$ cat config.mk
export PLATFORM = sky130hd
export DESIGN_NAME = boot_power_dma_control_regs
export DESIGN_NICKNAME = d
export VERILOG_FILES = /design/src/ctrl_regs_pkg.sv /design/src/pin_sync.sv /design/src/request_strobe.sv /design/src/boot_power_dma_control_regs.sv
export VERILOG_INCLUDE_DIRS = /design/src
export SDC_FILE = /design/constraint.sdc
export NUM_CORES = 1
export LEC_CHECK = 0
export ABC_AREA = 0
export BUFFER_PORTS_ARGS = -buffer_cell sky130_fd_sc_hd__buf_2
export CAP_MARGIN = 20
export CORE_ASPECT_RATIO = 0.5
export CORE_UTILIZATION = 50
export DETAILED_ROUTE_END_ITERATION = 10
export PLACE_DENSITY = 0.75
export REMOVE_ABC_BUFFERS = 1
export SKIP_CTS_REPAIR_TIMING = 1
export SLEW_MARGIN = 10
export SYNTH_ARGS = -nofsm -noshare
export SYNTH_HDL_FRONTEND = slang
export SYNTH_SLANG_ARGS = --single-unit
$ cat constraint.sdc
create_clock -name mclk -period 2 [get_ports mclk]
set_clock_uncertainty 0.2 [all_clocks]
set_input_delay 0.1 -clock mclk [delete_from_list [all_inputs] [get_ports mclk]]
set_output_delay 0.1 -clock mclk [all_outputs]
set_load 0.02 [all_outputs]
$ cat src/ctrl_regs_consts.svh
// Offsets, field positions and reset values of the host control registers
// How it works
// RULE1: Any write to the burst write leave register ends burst write mode; a burst_write_begin in the cycle the write is taken keeps it set.
// RULE2: Registers ignore accesses while address line zero is high.
// RULE3: Host uses burst transfers only together with the transfer request mechanism.
// RULE4: Loader copy running bit reads 1 from reset until copy completes.
// RULE5: Host polls loader copy status until running bit clears after reset.
// RULE6: Shutdown select 00 all on, 01 lower off, 10 upper off, 11 all off.
// RULE7: Boot window write allow accepts a set only while write ok is 1.
// RULE8: Boot window write ok reads 1 when the window may be written.
// RULE9: Warm reset clears both burst enables unless keep-burst bit is 1.
// RULE10: Warm reset level bit: 0 input active low, 1 active high.
// RULE11: Wake select 0 wakes on chip select; 1 needs full read or write.
// RULE12: Writing 1 to deep sleep request enters deep power down.
// RULE13: Strobe length times core clock gives pulse width; zero suppresses request.
// RULE14: Level style holds request from data ready until early drop point.
// RULE15: Pulse style issues request for strobe length core clocks.
// RULE16: Request enable bit, reset 0, gates the request output.
// RULE17: Request line control register governs request output generation.
// RULE18: Request line level bit, reset 1: 0 active high, 1 active low.
// RULE19: Early drop count, reset 4, sets clocks before end for level release.
// RULE20: Burst enable bit in each burst register enables burst cycles.
`ifndef CTRL_REGS_CONSTS_SVH
`define CTRL_REGS_CONSTS_SVH

// ----------
// Register offsets (host byte address)
// ----------
`define OFS_BURST_WRITE_CTRL 17'h09402
`define OFS_BURST_WRITE_LEAVE 17'h09404
`define OFS_LOADER_COPY_STATUS 17'h09406
`define OFS_BOOT_WINDOW_CONTROL 17'h09408
`define OFS_WARM_RESET_CONFIG 17'h0940A
`define OFS_WAKE_SOURCE_CONFIG 17'h0940C
`define OFS_REQUEST_LINE_CONTROL 17'h0940E
`define OFS_DEEP_SLEEP_ENTRY 17'h09416
`define OFS_EARLY_DROP 17'h09418
`define OFS_BURST_READ_CTRL 17'h09424

// ----------
// Field positions
// ----------
`define BIT_LOADER_RUN 0
`define BIT_WIN_OK 0
`define BIT_WIN_ALLOW 1
`define BIT_SHUT_LO 4
`define BIT_SHUT_HI 5
`define BIT_WARM_LEVEL 0
`define BIT_KEEP_BURST 1
`define BIT_WAKE_SEL 8
`define BIT_SLEEP_REQ 0
`define BIT_REQ_EN 0
`define BIT_REQ_LEVEL 1
`define BIT_REQ_STYLE 2
`define BIT_STROBE_LO 4
`define BIT_STROBE_HI 8
`define BIT_BURST_EN 1
`define BIT_DROP_HI 9

// ----------
// Reset values
// ----------
`define RST_LOADER_RUN 1'b1
`define RST_REQ_LEVEL 1'b1
`define RST_STROBE_LEN 5'h04
`define RST_DROP_COUNT 10'h004
`define WORD_ZERO 16'h0000

`endif

$ cat src/ctrl_regs_pkg.sv
// Shared types of the host control register block
package ctrl_regs_pkg;

  // Request line configuration handed to the strobe generator
  typedef struct packed {
    logic       enable;
    logic       level_low;
    logic       pulse_style;
    logic [4:0] strobe_len;
    logic [9:0] drop_count;
  } req_cfg_s;

  // Host pins after synchronisation
  typedef struct packed {
    logic        ce_n;
    logic        oe_n;
    logic        we_n;
    logic [16:0] addr;
    logic [15:0] wdata;
    logic        warm_pin;
    logic        sleep_pin;
  } host_pins_s;

  typedef enum logic [1:0] {req_idle, req_level, req_pulse, req_done} req_state_e;

  // Whole state of the register bank
  typedef struct packed {
    logic        loader_run;
    logic        win_allow;
    logic [1:0]  shut_sel;
    logic        keep_burst;
    logic        warm_level;
    logic        wake_sel;
    logic        sleeping;
    logic        burst_rd_en;
    logic        burst_wr_en;
    logic        burst_wr_mode;
    req_cfg_s    req_cfg;
    host_pins_s  prev;
    logic        warm_prev;
    logic        sleep_pin_prev;
    logic        warm_seen;
    logic [15:0] rdata;
    logic        rdata_oe;
  } bank_state_s;

endpackage

$ cat src/pin_sync.sv
// Two flip-flop synchroniser for a group of asynchronous pins
`timescale 1ns/1ps
module pin_sync
#(
  parameter int WIDTH = 1
)
(
  input  wire logic             mclk,
  input  wire logic             resetn,
  input  wire logic [WIDTH-1:0] pin_in,
  output logic      [WIDTH-1:0] pin_out
);

  typedef struct packed {
    logic [WIDTH-1:0] meta;
    logic [WIDTH-1:0] stable;
  } sync_state_s;

  sync_state_s state_reg;
  sync_state_s state_next;

  // First stage feeds only the second stage
  always_comb
  begin
    state_next = state_reg;
    for (int i = 0; i < WIDTH; i++)
    begin
      state_next.meta[i]   = pin_in[i];
      state_next.stable[i] = state_reg.meta[i];
    end
  end

  // Idle pins are high (strobes inactive), so reset to ones
  always_ff @(posedge mclk)
  begin
    if (!resetn)
      state_reg <= '1;
    else
      state_reg <= state_next;
  end

  assign pin_out = state_reg.stable;

endmodule

$ cat src/request_strobe.sv
// Transfer request line generator in level or pulse style
`timescale 1ns/1ps
`include "ctrl_regs_consts.svh"
module request_strobe
(
  input  wire logic                     mclk,
  input  wire logic                     resetn,
  input  wire ctrl_regs_pkg::req_cfg_s  cfg,
  input  wire logic                     data_ready,
  input  wire logic [15:0]              clocks_left,
  output logic                          transfer_request_n
);

  typedef struct packed {
    ctrl_regs_pkg::req_state_e st;
    logic [4:0]                count;
    logic                      ready_prev;
    logic                      line;
  } strobe_state_s;

  strobe_state_s state_reg;
  strobe_state_s state_next;
  logic          active;
  logic          start;

  // Request sequencing; zero length suppresses both styles
  always_comb
  begin
    state_next            = state_reg;
    active                = 1'b0;
    start                 = data_ready && !state_reg.ready_prev;
    state_next.ready_prev = data_ready;
    case (state_reg.st)
      ctrl_regs_pkg::req_idle:
      begin
        if (start && cfg.enable && (cfg.strobe_len != 5'h00)) // [RULE13] [RULE16]
        begin
          if (cfg.pulse_style)
          begin
            state_next.st    = ctrl_regs_pkg::req_pulse; // [RULE15]
            state_next.count = cfg.strobe_len;
          end
          else
            state_next.st = ctrl_regs_pkg::req_level; // [RULE14]
        end
      end
      ctrl_regs_pkg::req_level:
      begin
        // Released once remaining clocks reach the early drop point
        if (!data_ready || (clocks_left <= {6'h00, cfg.drop_count})) // [RULE14] [RULE19]
          state_next.st = ctrl_regs_pkg::req_done;
        else
          active = 1'b1;
      end
      ctrl_regs_pkg::req_pulse:
      begin
        active           = 1'b1; // [RULE15]
        state_next.count = state_reg.count - 5'h01;
        if (state_reg.count == 5'h01)
          state_next.st = ctrl_regs_pkg::req_done;
      end
      ctrl_regs_pkg::req_done:
      begin
        // One request per data ready episode
        if (!data_ready)
          state_next.st = ctrl_regs_pkg::req_idle;
      end
      default:
        state_next.st = ctrl_regs_pkg::req_idle;
    endcase
    // Disabling drops any request in flight
    if (!cfg.enable)
    begin
      active        = 1'b0; // [RULE16]
      state_next.st = ctrl_regs_pkg::req_idle;
    end
    state_next.line = active ^ cfg.level_low; // [RULE18] [RULE17]
  end

  always_ff @(posedge mclk)
  begin
    if (!resetn)
    begin
      state_reg       <= '0;
      state_reg.st    <= ctrl_regs_pkg::req_idle;
      state_reg.line  <= `RST_REQ_LEVEL;
    end
    else
      state_reg <= state_next;
  end

  assign transfer_request_n = state_reg.line;

endmodule

$ cat src/boot_power_dma_control_regs.sv
// Host control registers for boot, power, warm reset and transfer requests
`timescale 1ns/1ps
`include "ctrl_regs_consts.svh"
module boot_power_dma_control_regs
(
  input  wire logic        mclk,
  input  wire logic        resetn,
  input  wire logic        ce_n,
  input  wire logic        oe_n,
  input  wire logic        we_n,
  input  wire logic [16:0] addr,
  input  wire logic [15:0] data_in,
  input  wire logic        warm_reset_pin,
  input  wire logic        deep_sleep_pin,
  input  wire logic        loader_copy_done,
  input  wire logic        boot_window_ready,
  input  wire logic        burst_write_begin,
  input  wire logic        xfer_data_ready,
  input  wire logic [15:0] xfer_clocks_left,
  output logic      [15:0] data_out,
  output logic             data_oe,
  output logic             transfer_request_n,
  output logic             boot_window_write_allow,
  output logic             boot_window_write_ok,
  output logic             lower_ram_off,
  output logic             upper_ram_off,
  output logic             burst_read_enable,
  output logic             burst_write_enable,
  output logic             burst_write_active,
  output logic             deep_sleep_active,
  output logic             warm_reset_seen
);

  // ----------
  // Pin synchronisation
  // ----------
  localparam int PIN_W = $bits(ctrl_regs_pkg::host_pins_s);

  ctrl_regs_pkg::host_pins_s pins_raw;
  ctrl_regs_pkg::host_pins_s pins;
  logic [PIN_W-1:0]          pins_sync;

  // Group the asynchronous host pins
  always_comb
  begin
    pins_raw.ce_n      = ce_n;
    pins_raw.oe_n      = oe_n;
    pins_raw.we_n      = we_n;
    pins_raw.addr      = addr;
    pins_raw.wdata     = data_in;
    pins_raw.warm_pin  = warm_reset_pin;
    pins_raw.sleep_pin = deep_sleep_pin;
  end

  pin_sync
  #(
    .WIDTH (PIN_W)
  )
  u_pin_sync
  (
    .mclk    (mclk),
    .resetn  (resetn),
    .pin_in  (pins_raw),
    .pin_out (pins_sync)
  );

  assign pins = ctrl_regs_pkg::host_pins_s'(pins_sync);

  // ----------
  // Register bank state
  // ----------
  ctrl_regs_pkg::bank_state_s state_reg;
  ctrl_regs_pkg::bank_state_s state_next;

  logic        a0_clear;
  logic        wr_event;
  logic        rd_active;
  logic [16:0] wr_addr;
  logic [15:0] wr_data;
  logic        warm_active;
  logic        warm_edge;
  logic        sleep_pin_edge;
  logic        wake_event;
  logic        sleep_enter;
  logic        burst_exit;
  logic [15:0] rd_word;
  logic        rd_hit;

  // Access detection on the synchronised strobes
  always_comb
  begin
    // A0 high leaves these registers deaf, reads and writes alike
    a0_clear  = !state_reg.prev.addr[0]; // [RULE2]
    // Write taken at the trailing edge of write enable, under chip select
    wr_event  = a0_clear && !state_reg.prev.we_n && pins.we_n && !state_reg.prev.ce_n;
    wr_addr   = state_reg.prev.addr;
    wr_data   = state_reg.prev.wdata;
    rd_active = !pins.ce_n && !pins.oe_n && !pins.addr[0]; // [RULE2]
  end

  // Warm reset pin level and wake triggers
  always_comb
  begin
    warm_active    = state_reg.warm_level ? pins.warm_pin : !pins.warm_pin; // [RULE10]
    warm_edge      = warm_active && !state_reg.warm_prev;
    sleep_pin_edge = pins.sleep_pin && !state_reg.sleep_pin_prev;
    // Edges only, so the access that requested sleep cannot wake it
    if (state_reg.wake_sel) // [RULE11]
      wake_event = !pins.ce_n &&
                   ((state_reg.prev.oe_n && !pins.oe_n) ||
                    (state_reg.prev.we_n && !pins.we_n));
    else
      wake_event = state_reg.prev.ce_n && !pins.ce_n; // [RULE11]
    sleep_enter = sleep_pin_edge ||
                  (wr_event && (wr_addr == `OFS_DEEP_SLEEP_ENTRY) &&
                   wr_data[`BIT_SLEEP_REQ]); // [RULE12]
    burst_exit  = wr_event && (wr_addr == `OFS_BURST_WRITE_LEAVE); // [RULE1]
  end

  // Read data selection; unmapped words do not drive the bus
  always_comb
  begin
    rd_word = `WORD_ZERO;
    rd_hit  = 1'b1;
    case (pins.addr)
      `OFS_BURST_WRITE_CTRL:
        rd_word[`BIT_BURST_EN] = state_reg.burst_wr_en; // [RULE20]
      `OFS_BURST_READ_CTRL:
        rd_word[`BIT_BURST_EN] = state_reg.burst_rd_en; // [RULE20]
      `OFS_LOADER_COPY_STATUS:
        rd_word[`BIT_LOADER_RUN] = state_reg.loader_run; // [RULE4]
      `OFS_BOOT_WINDOW_CONTROL:
      begin
        rd_word[`BIT_WIN_OK]                  = boot_window_ready; // [RULE8]
        rd_word[`BIT_WIN_ALLOW]               = state_reg.win_allow;
        rd_word[`BIT_SHUT_HI:`BIT_SHUT_LO]    = state_reg.shut_sel;
      end
      `OFS_WARM_RESET_CONFIG:
      begin
        rd_word[`BIT_WARM_LEVEL] = state_reg.warm_level;
        rd_word[`BIT_KEEP_BURST] = state_reg.keep_burst;
      end
      `OFS_WAKE_SOURCE_CONFIG:
        rd_word[`BIT_WAKE_SEL] = state_reg.wake_sel;
      `OFS_REQUEST_LINE_CONTROL:
      begin
        rd_word[`BIT_REQ_EN]                     = state_reg.req_cfg.enable;
        rd_word[`BIT_REQ_LEVEL]                  = state_reg.req_cfg.level_low;
        rd_word[`BIT_REQ_STYLE]                  = state_reg.req_cfg.pulse_style;
        rd_word[`BIT_STROBE_HI:`BIT_STROBE_LO]   = state_reg.req_cfg.strobe_len;
      end
      `OFS_EARLY_DROP:
        rd_word[`BIT_DROP_HI:0] = state_reg.req_cfg.drop_count;
      `OFS_DEEP_SLEEP_ENTRY:
        rd_word = `WORD_ZERO; // Request bit is write-only
      default:
        rd_hit = 1'b0;
    endcase
  end

  // Next state of the bank
  always_comb
  begin
    state_next                = state_reg;
    state_next.prev           = pins;
    state_next.warm_prev      = warm_active;
    state_next.sleep_pin_prev = pins.sleep_pin;
    state_next.warm_seen      = warm_edge;
    state_next.rdata          = rd_word;
    state_next.rdata_oe       = rd_active && rd_hit;

    // Copy status falls once the loader is in the boot block
    if (loader_copy_done)
      state_next.loader_run = 1'b0; // [RULE4]

    // Allow drops by itself if the window stops being writable
    if (!boot_window_ready)
      state_next.win_allow = 1'b0; // [RULE7]

    if (wr_event)
    begin
      case (wr_addr)
        `OFS_BURST_WRITE_CTRL:
          state_next.burst_wr_en = wr_data[`BIT_BURST_EN]; // [RULE20]
        `OFS_BURST_READ_CTRL:
          state_next.burst_rd_en = wr_data[`BIT_BURST_EN]; // [RULE20]
        `OFS_BOOT_WINDOW_CONTROL:
        begin
          state_next.shut_sel  = wr_data[`BIT_SHUT_HI:`BIT_SHUT_LO]; // [RULE6]
          // A set is only taken while the window reports ready
          state_next.win_allow = wr_data[`BIT_WIN_ALLOW] && boot_window_ready; // [RULE7]
        end
        `OFS_WARM_RESET_CONFIG:
        begin
          state_next.warm_level = wr_data[`BIT_WARM_LEVEL]; // [RULE10]
          state_next.keep_burst = wr_data[`BIT_KEEP_BURST]; // [RULE9]
        end
        `OFS_WAKE_SOURCE_CONFIG:
          state_next.wake_sel = wr_data[`BIT_WAKE_SEL]; // [RULE11]
        `OFS_REQUEST_LINE_CONTROL:
        begin
          state_next.req_cfg.enable      = wr_data[`BIT_REQ_EN]; // [RULE16]
          state_next.req_cfg.level_low   = wr_data[`BIT_REQ_LEVEL]; // [RULE18]
          state_next.req_cfg.pulse_style = wr_data[`BIT_REQ_STYLE]; // [RULE17]
          state_next.req_cfg.strobe_len  = wr_data[`BIT_STROBE_HI:`BIT_STROBE_LO]; // [RULE13]
        end
        `OFS_EARLY_DROP:
          state_next.req_cfg.drop_count = wr_data[`BIT_DROP_HI:0]; // [RULE19]
        default:
          state_next.sleeping = state_reg.sleeping;
      endcase
    end

    // Warm reset overrides a same-cycle burst register write
    if (warm_edge && !state_reg.keep_burst) // [RULE9]
    begin
      state_next.burst_wr_en = 1'b0;
      state_next.burst_rd_en = 1'b0;
    end

    // Burst write mode: start event wins over the leave write
    if (burst_write_begin)
      state_next.burst_wr_mode = 1'b1;
    else if (burst_exit)
      state_next.burst_wr_mode = 1'b0; // [RULE1]

    // Deep sleep: entry wins over a simultaneous wake
    if (sleep_enter)
      state_next.sleeping = 1'b1; // [RULE12]
    else if (state_reg.sleeping && wake_event)
      state_next.sleeping = 1'b0; // [RULE11]
  end

  // Bank registers; strobe history resets to idle-high
  always_ff @(posedge mclk)
  begin
    if (!resetn)
    begin
      state_reg                     <= '0;
      state_reg.loader_run          <= `RST_LOADER_RUN; // [RULE4]
      state_reg.req_cfg.level_low   <= `RST_REQ_LEVEL; // [RULE18]
      state_reg.req_cfg.strobe_len  <= `RST_STROBE_LEN; // [RULE13]
      state_reg.req_cfg.drop_count  <= `RST_DROP_COUNT; // [RULE19]
      state_reg.prev                <= '1;
      state_reg.warm_prev           <= 1'b1;
      state_reg.sleep_pin_prev      <= 1'b1;
    end
    else
      state_reg <= state_next;
  end

  // ----------
  // Transfer request generator
  // ----------
  request_strobe u_request_strobe
  (
    .mclk               (mclk),
    .resetn             (resetn),
    .cfg                (state_reg.req_cfg),
    .data_ready         (xfer_data_ready),
    .clocks_left        (xfer_clocks_left),
    .transfer_request_n (transfer_request_n)
  );

  // ----------
  // Outputs, all straight from flip-flops (bank state, ok_reg for the ok flag, the request generator's line flip-flop for the request)
  // ----------
  // The ok flag is latched from the core's ready level
  logic ok_reg;

  always_ff @(posedge mclk)
  begin
    if (!resetn)
      ok_reg <= 1'b0;
    else
      ok_reg <= boot_window_ready; // [RULE8]
  end

  assign data_out                = state_reg.rdata;
  assign data_oe                 = state_reg.rdata_oe;
  assign boot_window_write_allow = state_reg.win_allow;
  assign boot_window_write_ok    = ok_reg;
  assign lower_ram_off           = state_reg.shut_sel[0]; // [RULE6]
  assign upper_ram_off           = state_reg.shut_sel[1]; // [RULE6]
  assign burst_read_enable       = state_reg.burst_rd_en;
  assign burst_write_enable      = state_reg.burst_wr_en;
  assign burst_write_active      = state_reg.burst_wr_mode;
  assign deep_sleep_active       = state_reg.sleeping;
  assign warm_reset_seen         = state_reg.warm_seen;

endmodule

==> impl_metrics.yaml <==
route:
  wire_per_inst_um: 14.52
  drt_iter0_drc: 215
  wirelength_mm: 12.18
  viasPerCell: 5.043
  drc: 0
  vias: 4231
  drt_pass1_iterations: 6
  antenna_left: 0
synthesis:
  synthAdderAreaFrac_pct: 3.855
  syn_area_per_cell_um2: 10.11
  ys_ff_latch: 147
  yosys_warnings: 0
  synth_edf_count: 0
  synthXorXnorAreaFrac_pct: 0.1587
  synth_cell_type_count: 61
  synth_seq_area_share_pct: 53.33
  synth.area.mux_share_pct: 5.646
  synth_cells: 546
  netlist_area_mm2: 0.005518
  synth_simple_gate_area_share_pct: 24.54
  ys.flop_type: "dfxtp_1"
  synth_compound_area_share_pct: 6.712
  synthArstFlopShare_pct: 0
  synth_top_family_by_area: "simple AND/OR/NAND/NOR gates"
final_layout:
  nNetsFinal: 763
  nFillCells: 732
  syn_to_final_growth_pct: 33.99
  design_area_mm2: 0.007393
  diodes: 0
  multi_input_area_mm2: 0.002434
  layout_commonest_cell: "dfxtp_1"
  final_cell_mix: "141 x dfxtp_1, 95 x nand2b_1, 73 x buf_2, 42 x nor2_1, 38 x buf_4"
  regArea_mm2: 0.002950
  post-route-util_pct: 70.58
  drive_gt1_share_pct: 26.61
  fin_cells: 839
timing:
  finalMaxSlewViolations: 0
  finalCriticalPeriod_ps: 2076
  grt_setup_unrepaired: "true"
  slew_headroom_pct: 60.89
  post-route-worst-setup-slack_ps: -75.81
  worst_slew_pin_slew_ps: 586.7
  finalSetupViolations: 12
  period_share_pct: 103.8
  fmax_mhz: 481.7
  hold_violations: 0
cts:
  numCtsBuffers: 17
  cts_tree: "done"
  clock_sinks: 147
  cts.path.max_buffers: 2
  root_buffer: "clkbuf_16"
  path_clk_slew_ps: 60
  htree_levels: 4
  clk_latency_ps: 420
outcome:
  violations: "negative setup slack"
  outcome: "finished with violations"
global_route:
  grt_overflow: 0
  antenna_found_initial: 0
  grt_pass1_vias: 3754
  grt_max_degree: 113
  grt_pass1_wl_mm: 17.72
  grtUsageTotal_pct: 20.39
placement:
  place_inst: 761
  placed_area_mm2: 0.006157
  dp_hpwl_mm: 7.398
  routabilityCongestion: 0.8188
  pre_cts_ws_ps: -166.2
  port_buffers: 74
min_path:
  hold_end: "state_reg[19]$_SDFF_PN1_"
  worstHoldStart: "resetn"
  hold_path.class: "input port to flip-flop"
  hold_depth: 3
setup_path:
  reg2reg_to: "state_reg[66]$_SDFFE_PN0P_"
  r2r_setup_slack_ps: -80
  startpoint_type: "flip-flop"
  r2r_start: "state_reg[57]$_SDFF_PN1_"
  reg2reg_depth: 8
  critPathArrivalTime_ps: 2160
  crit_fanout: 5
  worst_setup_path_end_kind: "flip-flop"
  crit_required_ps: 2090
  critPathKind: "flip-flop to flip-flop"
floorplanning:
  coreArea_mm2: 0.01048
  die_h_um: 76.28
  die_w_um: 150.6
  initial_core_util_pct: 52.68
  rows: 26
  io_pins: 87
  dieArea_mm2: 0.01149
run:
  cap_violations: 0
pwr:
  p_per_area_mw_per_mm2: 889.6
  p_leak_uw: 0.003054
  ir_worst_vdd_mv: 0.6264
layout make-up:
type                    instances  share of cell area, %
repair buffers                153                  15.25
inverters                      25                  1.269
clock buffers                  20                  6.312
well taps                     140                  2.369
clock inverters                12                  1.980
multi-input cells             342                  32.92
flip-flops and latches        147                  39.91
worst max-delay path: stages (launching register included):
cell and delay, ps:
dfxtp_2 330, nor4b_4 280, and2b_2 260, nand2_4 80, nor4_4 200, buf_4 190, buf_12 130, mux2i_1 190
nor2_1 70
where the power goes:
group	total [µW]	leakage, µW	switching [µW]	internal, µW
clock	3230	0.000297	1270	1960
combinational	303	0.00155	137	165
sequential	3050	0.00121	36.1	3010
logic make-up after synthesis:
| kind of cell | after synthesis |
|---|---|
| DFF | 147 |
| xor gates and xnor gates | 1 |
| buffers and inverters | 63 |
| muxes | 31 |
| adders and majority gates | 17 |
| and+or+nand+nor | 230 |
| AOI/OAI and AO/OA | 56 |
| other | 1 |
worst max path at each step:
stage / from / to / slack (ps)
global placement: state_reg[64]$_SDFFE_PN0P_ / u_request_strobe.state_reg[8]$_SDFFE_PN0P_ / -70
floorplan: wr_addr[0]$_SDFF_PN1_ / state_reg[58]$_SDFFE_PN0P_ / -150
CTS: state_reg[64]$_SDFFE_PN0P_ / u_request_strobe.state_reg[7]$_SDFFE_PN0P_ / -190
detailed placement: state_reg[64]$_SDFFE_PN0P_ / u_request_strobe.state_reg[7]$_SDFFE_PN0P_ / -170
global route: state_reg[64]$_SDFFE_PN0P_ / u_request_strobe.state_reg[7]$_SDFFE_PN0P_ / -150
finish: state_reg[57]$_SDFF_PN1_ / state_reg[66]$_SDFFE_PN0P_ / -80
stage by stage:
step / power (µW) / setup TNS [ps] / hold WS (ps)
2_1_floorplan: 3211 / -1317 / -38.06
3_3_place_gp: 3337 / -185.6 / 78.87
3_5_place_dp: 3343 / -536.0 / 82.50
4_1_cts: 6550 / -1492 / -356.0
5_1_grt: 6795 / -2490 / 25.14
6_report: 6577 / -592.0 / 0.6539
synthesized netlist by cell type, drive strengths merged, types with 5 or more instances:
master	instances	share of area (%)
a21oi	14	1.3
a22oi	7	0.95
and2	6	0.68
and3	6	0.68
buf	20	2.8
clkbuf	18	1.2
dfxtp	147	53
ha	17	3.9
inv	25	1.7
mux2i	30	5.4
nand2	24	1.8
nand2b	96	11
nand3	10	1.0
nand4	5	0.57
nor2	42	2.9
nor2b	5	0.57
nor3	11	1.3
nor4	6	1.2
o21ai	12	1.1
routing by layer:
metal / global-route usage, % / part of all wire [%]
met1: 25.77 / 45
met5: 0 / 0
met3: 6.287 / 5.7
met2: 32.81 / 48
met4: 7.172 / 1.8
Power figures use the tool's default switching activity.
